$ cat src/rtl/brs_pkg.sv
package brs_pkg;

  // ----------------------------------------------------------------
  // register map (byte addresses)
  // ----------------------------------------------------------------
  localparam logic [7:0] ADDR_RESET_CONTROL = 8'h00;
  localparam logic [7:0] ADDR_CONFIG        = 8'h04;
  localparam logic [7:0] ADDR_OSC_CONTROL   = 8'h08;
  localparam logic [7:0] ADDR_IRQ_STATUS    = 8'h0C;
  localparam logic [7:0] ADDR_IRQ_ENABLE    = 8'h10;
  localparam logic [7:0] ADDR_IRQ_CLEAR     = 8'h14;
  localparam logic [7:0] ADDR_SEQ_STATUS    = 8'h18;

  // ----------------------------------------------------------------
  // field positions
  // ----------------------------------------------------------------
  localparam int BROWNOUT_FLAG_BIT = 1;
  localparam int POR_FLAG_BIT      = 0;
  localparam int PLL_LOCK_BIT      = 5;
  localparam int CFG_OSC_SEL_LSB   = 0;
  localparam int CFG_POSC_MODE_LSB = 4;
  localparam int CFG_POWERUP_DELAY_TIMER_ZERO_BIT = 8;
  localparam int CFG_PLL_USE_BIT   = 9;
  localparam int CFG_XTAL_BIT      = 10;

  localparam int IRQ_BROWNOUT = 0;
  localparam int IRQ_RELEASE  = 1;
  localparam int IRQ_WIDTH    = 2;

  // ----------------------------------------------------------------
  // reset values and bus answers
  // ----------------------------------------------------------------
  localparam logic [31:0] CONFIG_RESET = 32'h0000_0000;
  localparam logic [31:0] ZERO_WORD    = 32'h0000_0000;
  localparam logic [1:0]  RESP_OKAY    = 2'b00;
  localparam logic [1:0]  RESP_SLVERR  = 2'b10;
  localparam logic [1:0]  POSC_DISABLED = 2'b11;

  // ----------------------------------------------------------------
  // timing
  // ----------------------------------------------------------------
  localparam int CLK_PERIOD_NS        = 20;
  localparam int REG_STARTUP_US       = 20;
  localparam int REG_STARTUP_CYCLES   = (REG_STARTUP_US * 1000) / CLK_PERIOD_NS;
  localparam int FAIL_SAFE_DELAY      = 100;
  localparam int POWERUP_DELAY_US     = 64000;
  localparam int OSC_STARTUP_CYCLES_D = 1024;
  localparam int RESET_PULSE_CYCLES   = 4;

  // ----------------------------------------------------------------
  // sequencer states
  // ----------------------------------------------------------------
  typedef enum logic [4:0] {
    ST_REG_START = 5'b00001,
    ST_RST_PULSE = 5'b00010,
    ST_CLK_WAIT  = 5'b00100,
    ST_RUN       = 5'b01000,
    ST_POWERDOWN = 5'b10000
  } brs_state_e;

  typedef struct packed {
    logic [2:0] osc_select;
    logic [1:0] posc_mode;
    logic       powerup_delay_timer_zero;
    logic       pll_used;
    logic       xtal_used;
  } brs_cfg_s;

endpackage

$ cat src/rtl/brs_sequencer.sv
`timescale 1ns/10ps
// Summary of operation
// - after power-on, execution stays disabled for about 20 us while the core supply comes up.
// - the same start-up interval is applied again on every resume from power-down.
// - a detected brown-out produces a reset pulse that resets the whole device.
// - on brown-out the clock source is chosen from the oscillator select and mode fields.
// - for an oscillator mode the oscillator start-up timer runs and the clock is held until it ends.
// - with the PLL in use the clock is held until the PLL lock bit reads one.
// - the power-up delay runs alongside the clock wait; reset releases only after it ends.
// - with zero power-up delay and a crystal, a fail-safe delay of 100 is the whole delay.
// - the brown-out flag in the reset control register is set when a brown-out reset occurs.
// - brown-out detection stays active in sleep and idle and resets the device there.
module brs_sequencer
  import brs_pkg::*;
#(
  parameter int POWERUP_DELAY_CYCLES = (POWERUP_DELAY_US / CLK_PERIOD_NS) * 1000,
  parameter int OSC_STARTUP_CYCLES   = OSC_STARTUP_CYCLES_D,
  parameter int REG_STARTUP_CNT      = REG_STARTUP_CYCLES
) (
  input  wire logic        aclk,
  input  wire logic        aresetn,
  input  wire logic        brownout_detect,
  input  wire logic        powerdown_req,
  input  wire logic        wake_req,
  input  wire logic        sleep_mode,
  input  wire logic        idle_mode,
  input  wire logic        pll_lock_in,
  input  wire logic [7:0]  s_axi_awaddr,
  input  wire logic        s_axi_awvalid,
  output logic             s_axi_awready,
  input  wire logic [31:0] s_axi_wdata,
  input  wire logic [3:0]  s_axi_wstrb,
  input  wire logic        s_axi_wvalid,
  output logic             s_axi_wready,
  output logic [1:0]       s_axi_bresp,
  output logic             s_axi_bvalid,
  input  wire logic        s_axi_bready,
  input  wire logic [7:0]  s_axi_araddr,
  input  wire logic        s_axi_arvalid,
  output logic             s_axi_arready,
  output logic [31:0]      s_axi_rdata,
  output logic [1:0]       s_axi_rresp,
  output logic             s_axi_rvalid,
  input  wire logic        s_axi_rready,
  output logic             device_reset,
  output logic             exec_enable,
  output logic             sysclk_enable,
  output logic             irq
);

  initial begin
    if (POWERUP_DELAY_CYCLES < 1 || OSC_STARTUP_CYCLES < 1 || REG_STARTUP_CNT < 1)
      $error("brs_sequencer: delay counts must be at least one");
  end

  // ----------------------------------------------------------------
  // input synchronisers
  // ----------------------------------------------------------------
  logic [1:0] bod_sync;
  logic [1:0] pd_sync;
  logic [1:0] wake_sync;
  logic [1:0] slp_sync;
  logic [1:0] idl_sync;
  logic [1:0] lock_sync;

  always_ff @(posedge aclk) begin
    if (!aresetn) begin
      bod_sync  <= 2'b00;
      pd_sync   <= 2'b00;
      wake_sync <= 2'b00;
      slp_sync  <= 2'b00;
      idl_sync  <= 2'b00;
      lock_sync <= 2'b00;
    end else begin
      bod_sync  <= {bod_sync[0], brownout_detect};
      pd_sync   <= {pd_sync[0], powerdown_req};
      wake_sync <= {wake_sync[0], wake_req};
      slp_sync  <= {slp_sync[0], sleep_mode};
      idl_sync  <= {idl_sync[0], idle_mode};
      lock_sync <= {lock_sync[0], pll_lock_in};
    end
  end

  wire brownout  = bod_sync[1];
  wire powerdown = pd_sync[1];
  wire wake      = wake_sync[1];
  wire low_power = slp_sync[1] | idl_sync[1];
  wire pll_lock  = lock_sync[1];

  // ----------------------------------------------------------------
  // registers
  // ----------------------------------------------------------------
  logic [31:0]          config_reg;
  logic                 brownout_flag;
  logic                 por_flag;
  logic [IRQ_WIDTH-1:0] irq_status;
  logic [IRQ_WIDTH-1:0] irq_enable;

  brs_cfg_s cfg;
  assign cfg.osc_select = config_reg[CFG_OSC_SEL_LSB +: 3];
  assign cfg.posc_mode  = config_reg[CFG_POSC_MODE_LSB +: 2];
  assign cfg.powerup_delay_timer_zero  = config_reg[CFG_POWERUP_DELAY_TIMER_ZERO_BIT];
  assign cfg.pll_used   = config_reg[CFG_PLL_USE_BIT];
  assign cfg.xtal_used  = config_reg[CFG_XTAL_BIT];

  // ----------------------------------------------------------------
  // clock source choice
  // ----------------------------------------------------------------
  // osc select codes 2 and 3 take the primary oscillator, which is
  // only a real oscillator while its mode field is not disabled
  wire primary_sel = (cfg.osc_select == 3'h2) || (cfg.osc_select == 3'h3);
  wire osc_mode    = primary_sel && (cfg.posc_mode != POSC_DISABLED);
  wire pll_needed  = cfg.pll_used;
  wire fail_safe   = cfg.powerup_delay_timer_zero && cfg.xtal_used;

  // ----------------------------------------------------------------
  // sequencer
  // ----------------------------------------------------------------
  brs_state_e state;
  brs_state_e next_state;
  logic [31:0] reg_cnt;
  logic [31:0] osc_cnt;
  logic [31:0] powerup_delay_timer_cnt;
  logic        from_brownout;

  wire reg_done  = (reg_cnt  == 32'h0000_0000);
  wire osc_done  = (osc_cnt  == 32'h0000_0000);
  wire powerup_delay_timer_done = (powerup_delay_timer_cnt == 32'h0000_0000);
  wire clk_ready = (!osc_mode || osc_done) && (!pll_needed || pll_lock);
  wire release_ok = clk_ready && powerup_delay_timer_done;

  // brownout wins from any state but ST_RST_PULSE, including sleep and idle
  always_comb begin
    next_state = state;
    unique case (state)
      ST_REG_START: if (reg_done) next_state = ST_RST_PULSE;
      ST_RST_PULSE: if (reg_done) next_state = ST_CLK_WAIT;
      ST_CLK_WAIT:  if (release_ok) next_state = ST_RUN;
      ST_RUN:       if (powerdown) next_state = ST_POWERDOWN;
      ST_POWERDOWN: if (wake) next_state = ST_REG_START;
    endcase
    if (brownout && state != ST_RST_PULSE) next_state = ST_RST_PULSE;
  end

  wire entering_pulse = (next_state == ST_RST_PULSE) && (state != ST_RST_PULSE);
  wire entering_start = (next_state == ST_REG_START) && (state != ST_REG_START);
  wire entering_wait  = (next_state == ST_CLK_WAIT) && (state != ST_CLK_WAIT);

  always_ff @(posedge aclk) begin
    if (!aresetn) begin
      state         <= ST_REG_START;
      reg_cnt       <= 32'(REG_STARTUP_CNT - 1);
      osc_cnt       <= 32'h0000_0000;
      powerup_delay_timer_cnt      <= 32'h0000_0000;
      from_brownout <= 1'b0;
    end else begin
      state <= next_state;
      if (entering_start)
        reg_cnt <= 32'(REG_STARTUP_CNT - 1);
      else if (entering_pulse)
        reg_cnt <= 32'(RESET_PULSE_CYCLES - 1);
      else if (!reg_done)
        reg_cnt <= reg_cnt - 32'h0000_0001;
      if (entering_pulse)
        from_brownout <= brownout;
      if (entering_wait) begin
        osc_cnt  <= 32'(OSC_STARTUP_CYCLES);
        powerup_delay_timer_cnt <= fail_safe ? 32'(FAIL_SAFE_DELAY)
                  : (cfg.powerup_delay_timer_zero ? 32'h0000_0000 : 32'(POWERUP_DELAY_CYCLES));
      end else if (state == ST_CLK_WAIT) begin
        if (!osc_done)  osc_cnt  <= osc_cnt - 32'h0000_0001;
        if (!powerup_delay_timer_done) powerup_delay_timer_cnt <= powerup_delay_timer_cnt - 32'h0000_0001;
      end
    end
  end

  always_ff @(posedge aclk) begin
    if (!aresetn) begin
      device_reset  <= 1'b1;
      exec_enable   <= 1'b0;
      sysclk_enable <= 1'b0;
    end else begin
      device_reset  <= (next_state != ST_RUN) && (next_state != ST_POWERDOWN);
      exec_enable   <= (next_state == ST_RUN);
      sysclk_enable <= (next_state == ST_RUN) ||
                       ((next_state == ST_CLK_WAIT) && clk_ready);
    end
  end

  // ----------------------------------------------------------------
  // axi4-lite slave
  // ----------------------------------------------------------------
  logic       aw_held;
  logic       w_held;
  logic [7:0] aw_addr;
  logic [31:0] w_data;
  logic [3:0] w_strb;

  wire aw_take  = s_axi_awvalid && s_axi_awready;
  wire w_take   = s_axi_wvalid && s_axi_wready;
  wire wr_fire  = aw_held && w_held && !s_axi_bvalid;
  wire rd_take  = s_axi_arvalid && s_axi_arready;

  function automatic logic [31:0] merge_word(input logic [31:0] old_v,
                                             input logic [31:0] new_v,
                                             input logic [3:0]  strb);
    logic [31:0] res;
    res = old_v;
    for (int i = 0; i < 4; i++)
      if (strb[i]) res[i*8 +: 8] = new_v[i*8 +: 8];
    return res;
  endfunction

  wire wr_cfg   = wr_fire && (aw_addr == ADDR_CONFIG);
  wire wr_reset_control_reg  = wr_fire && (aw_addr == ADDR_RESET_CONTROL);
  wire wr_ien   = wr_fire && (aw_addr == ADDR_IRQ_ENABLE);
  wire wr_iclr  = wr_fire && (aw_addr == ADDR_IRQ_CLEAR);
  wire wr_known = wr_cfg || wr_reset_control_reg || wr_ien || wr_iclr;

  wire [31:0] new_word  = merge_word(ZERO_WORD, w_data, w_strb);
  // writing a one clears a reset cause flag
  wire clr_bo  = wr_reset_control_reg && new_word[BROWNOUT_FLAG_BIT];
  wire clr_por = wr_reset_control_reg && new_word[POR_FLAG_BIT];

  always_ff @(posedge aclk) begin
    if (!aresetn) begin
      aw_held       <= 1'b0;
      w_held        <= 1'b0;
      aw_addr       <= 8'h00;
      w_data        <= ZERO_WORD;
      w_strb        <= 4'h0;
      s_axi_awready <= 1'b0;
      s_axi_wready  <= 1'b0;
      s_axi_bvalid  <= 1'b0;
      s_axi_bresp   <= RESP_OKAY;
    end else begin
      s_axi_awready <= !aw_held && !aw_take && !s_axi_bvalid;
      s_axi_wready  <= !w_held && !w_take && !s_axi_bvalid;
      if (aw_take) begin
        aw_held <= 1'b1;
        aw_addr <= s_axi_awaddr;
      end
      if (w_take) begin
        w_held <= 1'b1;
        w_data <= s_axi_wdata;
        w_strb <= s_axi_wstrb;
      end
      if (wr_fire) begin
        aw_held      <= 1'b0;
        w_held       <= 1'b0;
        s_axi_bvalid <= 1'b1;
        s_axi_bresp  <= wr_known ? RESP_OKAY : RESP_SLVERR;
      end else if (s_axi_bvalid && s_axi_bready) begin
        s_axi_bvalid <= 1'b0;
      end
    end
  end

  // the reset cause flags live on the bus reset only, so they survive
  // the device reset that the sequencer drives
  always_ff @(posedge aclk) begin
    if (!aresetn) begin
      config_reg    <= CONFIG_RESET;
      brownout_flag <= 1'b0;
      por_flag      <= 1'b1;
      irq_enable    <= '0;
      irq_status    <= '0;
    end else begin
      if (wr_cfg) config_reg <= merge_word(config_reg, w_data, w_strb);
      if (wr_ien) irq_enable <= new_word[IRQ_WIDTH-1:0];
      if (brownout) brownout_flag <= 1'b1;
      else if (clr_bo) brownout_flag <= 1'b0;
      if (clr_por) por_flag <= 1'b0;
      irq_status <= (irq_status & ~(wr_iclr ? new_word[IRQ_WIDTH-1:0] : '0))
                  | {(state == ST_CLK_WAIT) && (next_state == ST_RUN),
                     entering_pulse && brownout};
    end
  end

  always_ff @(posedge aclk) begin
    if (!aresetn) irq <= 1'b0;
    else          irq <= |(irq_status & irq_enable);
  end

  logic [31:0] rd_word;
  always_comb begin
    rd_word = ZERO_WORD;
    unique case (s_axi_araddr)
      ADDR_RESET_CONTROL: begin
        rd_word[BROWNOUT_FLAG_BIT] = brownout_flag;
        rd_word[POR_FLAG_BIT]      = por_flag;
      end
      ADDR_CONFIG:      rd_word = config_reg;
      ADDR_OSC_CONTROL: rd_word[PLL_LOCK_BIT] = pll_lock;
      ADDR_IRQ_STATUS:  rd_word[IRQ_WIDTH-1:0] = irq_status;
      ADDR_IRQ_ENABLE:  rd_word[IRQ_WIDTH-1:0] = irq_enable;
      ADDR_SEQ_STATUS:  rd_word = {26'h000_0000, from_brownout, state};
      default:          rd_word = ZERO_WORD;
    endcase
  end

  wire rd_known = (s_axi_araddr == ADDR_RESET_CONTROL) || (s_axi_araddr == ADDR_CONFIG) ||
                  (s_axi_araddr == ADDR_OSC_CONTROL) || (s_axi_araddr == ADDR_IRQ_STATUS) ||
                  (s_axi_araddr == ADDR_IRQ_ENABLE) || (s_axi_araddr == ADDR_SEQ_STATUS);

  always_ff @(posedge aclk) begin
    if (!aresetn) begin
      s_axi_arready <= 1'b0;
      s_axi_rvalid  <= 1'b0;
      s_axi_rdata   <= ZERO_WORD;
      s_axi_rresp   <= RESP_OKAY;
    end else begin
      s_axi_arready <= !s_axi_rvalid && !rd_take;
      if (rd_take) begin
        s_axi_rvalid <= 1'b1;
        s_axi_rdata  <= rd_word;
        s_axi_rresp  <= rd_known ? RESP_OKAY : RESP_SLVERR;
      end else if (s_axi_rvalid && s_axi_rready) begin
        s_axi_rvalid <= 1'b0;
      end
    end
  end

endmodule

$ cat config.mk
export PLATFORM = sky130hd
export DESIGN_NAME = brs_sequencer
export DESIGN_NICKNAME = d
export VERILOG_FILES = /design/src/rtl/brs_pkg.sv /design/src/rtl/brs_sequencer.sv
export SDC_FILE = /design/constraint.sdc
export NUM_CORES = 1
export LEC_CHECK = 0
export BUFFER_PORTS_ARGS = -buffer_cell sky130_fd_sc_hd__buf_2
export CAP_MARGIN = 25
export CORE_MARGIN = 2
export CORE_UTILIZATION = 25
export CTS_CLUSTER_SIZE = 8
export DETAILED_ROUTE_END_ITERATION = 16
export HOLD_SLACK_MARGIN = 0.15
export SETUP_SLACK_MARGIN = 0.2
export SLEW_MARGIN = 20
export SYNTH_ARGS = -nofsm -noshare
export SYNTH_HDL_FRONTEND = slang
export SYNTH_SLANG_ARGS = --single-unit
$ cat constraint.sdc
create_clock -name aclk -period 7.1 [get_ports aclk]
set_clock_uncertainty 0.2 [all_clocks]
set_input_delay 0.355 -clock aclk [delete_from_list [all_inputs] [get_ports aclk]]
set_output_delay 0.355 -clock aclk [all_outputs]
set_load 0.03 [all_outputs]
==> results.py, run 1 <==
metrics = {
    "run_status": {
        "outcome": "finished clean",
    },
    "power": {
        "swShare_pct": 22.7,
        "power_switching_uw": 677,
        "p_comb_share_pct": 5.0,
        "finalPower_mw": 2.99,
        "powerDensity_nw_per_um2": 243,
        "p_leak_nw": 4.66,
        "irDropWorstVdd_mv": 0.214,
        "clockPowerShare_pct": 49.1,
        "intPower_mw": 2.31,
        "p_seq_share_pct": 45.9,
    },
    "route": {
        "viasPerCell": 4.65,
        "drt_wl_total_um": 24600,
        "drtIter0Drc": 417,
        "wire_per_inst_um": 13.7,
        "dr_total_vias": 8339,
        "route.detailed.drc": 0,
        "ant_nets": 0,
        "first_pass_iters": 5,
    },
    "critical_path": {
        "reg2reg_slack_ns": 2.77,
        "path_cells": "or4_1 -> or4_4 -> nor4_1 -> a31oi_1 -> o311ai_0 -> and2_1 -> a211oi_1",
        "r2r_end": "reg_cnt[10]$_SDFFE_PP0N_",
        "slowest_stage": "and2_1",
        "crit_fanout": 25,
        "worstPathArrival_ns": 4.47,
        "path_buf_inv": 0,
        "cpLargestDelayFamily": "simple AND/OR/NAND/NOR gates",
        "cpPeakStageDelay_ns": 0.88,
        "r2r_cells": 7,
        "critical_path_required_ns": 7.24,
        "worstSetupPathType": "reg -> reg",
        "end_kind": "flip-flop",
        "start_kind": "flip-flop",
        "rr_startpoint": "reg_cnt[24]$_SDFFE_PP0N_",
    },
    "die": {
        "io_pins": 110,
        "initial_core_util_pct": 25.3,
        "core_um2": 38600,
        "num_rows": 72,
        "dieArea_um2": 40600,
        "die_h_um": 201,
        "fp.dieW_um": 201,
    },
    "min_path": {
        "hold_path_class": "in -> reg",
        "hp-start": "s_axi_awvalid",
        "worstHoldPathCells": 4,
        "min_to": "aw_addr[2]$_SDFFE_PN0P_",
    },
    "clocking": {
        "post-cts-setup-buffers": 0,
        "cts_root_buffer": "clkbuf_16",
        "cts_sinks": 237,
        "clk_pin_slew_ns": 0.05,
        "clock_latency_ns": 0.51,
        "htree_num_levels": 2,
        "cts_tree": "built",
        "cts_inserted_buffers": 35,
        "clockBufferDepth": 3,
    },
    "grt": {
        "busiest_layer": "met2",
        "grt_util_met3_pct": 3.51,
        "antenna_found_initial": 2,
        "track_usage_pct": 12.0,
        "grt_pass1_vias": 8100,
        "gr-usage-met2_pct": 20.3,
        "grt-ovfl-total": 0,
        "grt_max_degree": 63,
        "grt_pass1_wl_um": 40600,
        "use_met1_pct": 14.6,
    },
    "logic_synthesis": {
        "synth_edf_count": 0,
        "synth.avg_cell_area_um2": 8.72,
        "syn-cell-area_um2": 9740,
        "synth_area_leader_cell": "dfxtp_1",
        "synthCells": 1117,
        "synthTopCellsByArea": "dfxtp_1 (49%), nand2_1 (7.8%), a21oi_1 (5.5%), xnor2_1 (4.7%), nor2_1 (4.0%)",
        "yosys.area.top_type_share_pct": 48.7,
        "ys_seq_area_share_pct": 48.7,
        "yosysUniqueCellTypes": 73,
        "synthArstFlopShare_pct": 0,
        "ys_warn_count": 0,
        "ys_seq_elements": 237,
        "synthFlopType": "dfxtp_1",
    },
    "cells_and_area": {
        "fill_cells": 4061,
        "stdcell_count": 1795,
        "nNetsFinal": 1344,
        "drive_gt1_share_pct": 14.2,
        "area.growth.synth_to_final_pct": 26.3,
    },
    "placed_design": {
        "hpwl_um": 16600,
        "gp_congestion": 0.755,
        "dpl.cell_count": 1690,
        "place.port_buffers": 105,
    },
    "timing": {
        "max_slew_margin_pct": 33.6,
        "setup_viol": 0,
        "drv_slew": 0,
        "fin_crit_ns": 4.33,
        "finalSetupTns_ns": 0,
        "min_period_over_period_pct": 61.0,
        "fmax_ghz": 0.231,
        "worst_hold_slack_ns": 0.168,
        "rsz0062_at_grt": "false",
        "final-hold-violation-count": 0,
        "tightestPinTransition_ns": 0.997,
    },
    "flow_run": {
        "maxCapViolations": 0,
    },
}
[power groups by stage]
| stage | clock network, mW | logic [mW] | registers, mW |
|---|---|---|---|
| finish | 1.47 | 0.148 | 1.37 |
| global route | 1.57 | 0.166 | 1.37 |
| floorplan | 0 | 0.0781 | 1.40 |
| CTS | 1.51 | 0.149 | 1.37 |
| global placement | 0 | 0.121 | 1.40 |
| detailed placement | 0 | 0.122 | 1.40 |
[worst max path at each step]
stage	slack, ns	from	cells after the start	to
final	2.77	reg_cnt[24]$_SDFFE_PP0N_	7	reg_cnt[10]$_SDFFE_PP0N_
after global routing	2.50	reg_cnt[24]$_SDFFE_PP0N_	7	reg_cnt[10]$_SDFFE_PP0N_
after CTS	2.77	reg_cnt[24]$_SDFFE_PP0N_	7	reg_cnt[10]$_SDFFE_PP0N_
after detailed placement	2.79	reg_cnt[24]$_SDFFE_PP0N_	7	reg_cnt[11]$_SDFFE_PP0N_
after global placement	2.85	reg_cnt[4]$_SDFFE_PP0N_	7	reg_cnt[4]$_SDFFE_PP0N_
after floorplan	3.61	reg_cnt[4]$_SDFFE_PP0N_	10	reg_cnt[24]$_SDFFE_PP0N_
[cells in the mapped netlist (17+ instances only)]
library cell,count
nor4_1,25
o21ai_0,21
a21oi_1,108
a211oi_1,22
nand3_1,17
dfxtp_1,237
a22o_1,26
clkbuf_1,47
xor2_1,30
nand2_1,203
nor2_1,104
nor3_1,35
xnor2_1,52
and2_1,19
[repair_timing]
item	4_1_cts	5_1_grt
hold endpoints to repair	59	0
hold buffers	63	0
gates resized for setup	0	0
[per-stage QoR]
| step | setup WS (ns) | area (um2) | utilization, % |
|---|---|---|---|
| after floorplan | 3.61 | 9750 | - |
| after global placement | 2.85 | 10700 | 27.8 |
| after detailed placement | 2.79 | 10700 | 27.8 |
| after CTS | 2.77 | 12300 | 31.9 |
| after global routing | 2.50 | 12300 | 31.9 |
| final | 2.77 | 12300 | 31.9 |
[placed cells by master, fill, tap and decap left out, drive strengths merged, types with 7 or more instances in the layout]
master | Yosys | layout
nand2 | 203 | 203
inv | 13 | 15
a22o | 26 | 26
nand3 | 17 | 17
and2 | 20 | 20
or4 | 18 | 18
xor2 | 30 | 30
nor2 | 104 | 104
buf | 11 | 113
o21ai | 22 | 22
a211oi | 23 | 23
nand3b | 7 | 7
clkbuf | 47 | 37
dlygate4sd3 | 0 | 63
dfxtp | 237 | 237
a21oi | 109 | 109
nor3b | 7 | 7
nand2b | 7 | 7
or3 | 12 | 12
nor3 | 35 | 35
xnor2 | 52 | 52
nor4 | 25 | 25
[cells by family (layout without fill, tap and decap cells)]
| family | count (synthesis) | after routing | share of synthesized area, % |
|---|---|---|---|
| simple gates | 488 | 488 | 24.0 |
| flops | 237 | 237 | 48.7 |
| compound gates | 227 | 227 | 15.4 |
| xor+xnor | 82 | 82 | 7.37 |
| buf+inv | 71 | 229 | 3.24 |
| fa+ha+maj | 6 | 6 | 0.771 |
| mux | 5 | 5 | 0.539 |
| other cells | 1 | 3 | 0.0385 |
[layer usage]
layer  part of all wire [%]  wire, um  vias up
met4                    2.4       596        2
li1                       -         -     4204
met2                     47     11400      171
met5                  0.065        16        -
met3                    6.3      1540       36
met1                     45     11000     3926
[final cells by class]
cell class,instances,area [um2],area share [%]
Timing Repair Buffer,176,1220,9.93
Sequential cell,237,4740,38.6
Inverter,13,50.0,0.407
Antenna cell,1,2.50,0.0203
Tap cell,518,648,5.27
Multi-Input combinational cell,810,4690,38.2
Clock inverter,3,48.8,0.397
Clock buffer,37,893,7.26
[worst register-to-register path, delay by kind of cell (launching register included)]
kind,cells,cell delay [ns]
simple gates,4,2.72
flops,1,0.34
compound gates,3,0.90
No activity file was read; power rests on OpenSTA's default activity.
==> run 2: changes to the inputs <==
Settings changed: ABC_AREA set to 1.
Clock period 7.1 ns to 4.4 ns, I/O delays scaled along.
==> run 2 against run 1 <==
Compared with the run above: global-route usage up 0.47 points; wire length up 13%; maximum frequency up 50%; sequential share of layout area down 3.0 points; total power up 63%; die area up 9.4%; core utilization down 0.22 points; register-to-register slack worse by 1.2 ns; non-clock buffer count up 7; critical path depth unchanged; first-iteration DRC count up 5.3%; worst hold slack better by 0.049 ns; largest cell class is now multi-input gates; largest power group unchanged.
==> results.py, run 2 <==
metrics = {
    "grt": {
        "grt_max_degree": 82,
        "grt-ovfl-total": 0,
        "track_usage_pct": 12.5,
        "antenna_found_initial": 2,
        "grt_pass1_vias": 9560,
        "grt_pass1_wl_um": 46100,
    },
    "min_path": {
        "hold_path_class": "reg -> reg",
    },
    "logic_synthesis": {
        "ys_warn_count": 0,
        "synth_edf_count": 0,
        "yosysMostFrequentCell": "nor2_1",
        "synth_area_leader_cell": "dfxtp_1",
        "synthCells": 1464,
        "synth.avg_cell_area_um2": 7.29,
        "synthFlopType": "dfxtp_1",
        "yosysUniqueCellTypes": 46,
        "yosys.area.top_type_share_pct": 44.4,
        "ys_seq_area_share_pct": 44.4,
        "syn-cell-area_um2": 10700,
        "synthTopCellsByArea": "dfxtp_1 (44%), nor2_1 (10%), nand2_1 (7.3%), o21ai_0 (6.3%), inv_1 (4.8%)",
        "synthArstFlopShare_pct": 0,
        "synth_common_cells": "nor2_1 (292), dfxtp_1 (237), nand2_1 (209)",
        "ys_seq_elements": 237,
    },
    "placed_design": {
        "hpwl_um": 19500,
        "dpl-instance-area_um2": 11700,
        "gp_congestion": 0.900,
        "place.port_buffers": 105,
    },
    "clocking": {
        "cts_root_buffer": "clkbuf_16",
        "clk_pin_slew_ns": 0.05,
        "cts_sinks": 237,
        "cts_tree": "built",
        "clock_latency_ns": 0.50,
        "clockBufferDepth": 3,
        "htree_num_levels": 2,
        "cts_inserted_buffers": 35,
    },
    "route": {
        "viasPerCell": 4.50,
        "dr_total_vias": 9800,
        "ant_nets": 0,
        "drt_wl_total_um": 27800,
        "wire_per_inst_um": 12.8,
        "route.detailed.drc": 0,
        "first_pass_iters": 5,
        "drtIter0Drc": 439,
    },
    "critical_path": {
        "critical_path_required_ns": 4.61,
        "cpPeakStageDelay_ns": 0.63,
        "start_kind": "flip-flop",
        "slowest_stage": "clkinv_1",
        "path_cells": "nor2_1 -> nand2_1 -> nor2_1 -> nand4_1 -> nand2_1 -> clkinv_1 -> a211oi_1",
        "worstSetupPathType": "reg -> reg",
        "crit_fanout": 23,
        "end_kind": "flip-flop",
        "worstPathArrival_ns": 3.09,
    },
    "die": {
        "core_um2": 42000,
        "dieArea_um2": 44400,
        "die_h_um": 211,
        "initial_core_util_pct": 25.4,
        "io_pins": 110,
        "fp.dieW_um": 211,
        "num_rows": 75,
    },
    "cells_and_area": {
        "final_common_cell": "nor2_1",
        "drive_gt1_share_pct": 13.2,
        "nNetsFinal": 1705,
        "final_util_pct": 31.7,
        "area.growth.synth_to_final_pct": 24.8,
        "layout_common_cells": "nor2_1 (292), dfxtp_1 (237), nand2_1 (209), inv_1 (136), o21ai_0 (135)",
        "design_area_um2": 13300,
        "fill_cells": 4513,
    },
    "timing": {
        "rsz0062_at_grt": "false",
        "worst_hold_slack_ns": 0.216,
        "fmax_ghz": 0.347,
        "min_period_over_period_pct": 65.4,
        "max_slew_margin_pct": 50.2,
        "finalSetupTns_ns": 0,
        "setup_viol": 0,
        "drv_slew": 0,
        "final-hold-violation-count": 0,
        "fin_crit_ns": 2.88,
        "tightestPinTransition_ns": 0.745,
    },
    "flow_run": {
        "maxCapViolations": 0,
    },
    "power": {
        "powerDensity_nw_per_um2": 365,
        "finalPower_mw": 4.86,
        "irDropWorstVdd_mv": 0.271,
        "p_leak_nw": 5.76,
    },
    "run_status": {
        "outcome": "finished clean",
    },
}
-- run 2: cell types whose count changed after synthesis, sizes merged, moves of 26 or more --
cell / previous run / this run
nand4: 5 / 31
o21ai: 22 / 137
nor2: 104 / 327
nand3: 17 / 82
a21oi: 109 / 74
inv: 13 / 142
-- run 2: cell families after synthesis --
family / Yosys count / share of synthesized area [%]
simple gates: 709 / 29.3
compound gates: 244 / 12.2
flops: 237 / 44.4
buf+inv: 195 / 7.37
xor+xnor: 72 / 5.91
fa+ha+maj: 6 / 0.703
other cells: 1 / 0.0351
-- run 2: what timing repair did --
| item | 4_1_cts | 5_1_grt |
|---|---|---|
| setup buffers | 0 | 0 |
| hold endpoints to repair | 77 | 0 |
| hold buffers | 70 | 0 |
| gates resized for setup | 0 | 0 |
-- run 2: final timing paths --
path | startpoint | to | slack [ns] | depth (start not counted)
setup / recovery | osc_cnt[22]$_SDFFE_PP0P_ | osc_cnt[1]$_SDFFE_PP0P_ | 1.52 | 7
hold / removal | bod_sync[0]$_SDFF_PN0_ | bod_sync[1]$_SDFF_PN0_ | 0.22 | 2
setup reg to reg | osc_cnt[22]$_SDFFE_PP0P_ | osc_cnt[1]$_SDFFE_PP0P_ | 1.52 | 7
hold reg to reg | bod_sync[0]$_SDFF_PN0_ | bod_sync[1]$_SDFF_PN0_ | 0.22 | 2
-- run 2: routing by layer --
| layer | global-route usage, % | share of wire, % |
|---|---|---|
| met5 | 0 | 0.047 |
| met4 | 3.28 | 1.8 |
| met3 | 3.49 | 6.1 |
| met2 | 21.0 | 46 |
| met1 | 15.6 | 46 |
-- run 2: power breakdown --
part           switching, mW  internal, mW
clock network          0.903          1.42
registers             0.0310          2.20
logic                  0.178         0.123
total                   1.11          3.75
-- run 2: final cells by class --
type	instances	area [um2]	area share [%]
diodes	1	2.50	0.0188
clock buffers	37	893	6.70
clock inverters	3	26.3	0.197
inverters	144	543	4.08
multi-input cells	1033	5150	38.7
flip-flops and latches	237	4740	35.6
well taps	539	674	5.06
repair buffers	183	1290	9.67
-- run 2: per-stage QoR --
stage	cells	setup slack (ns)
2_1_floorplan	1465	2.19
6_report	2177	1.52
5_1_grt	2177	1.21
4_1_cts	2176	1.50
3_3_place_gp	2066	1.57
3_5_place_dp	2066	1.53
-- run 2: worst max-delay path: cells and delay by family (launching register included) --
kind,cells,cell delay (ns)
and+or+nand+nor,5,1.23
buffers and inverters,1,0.63
AOI/OAI and AO/OA,1,0.36
DFF,1,0.35
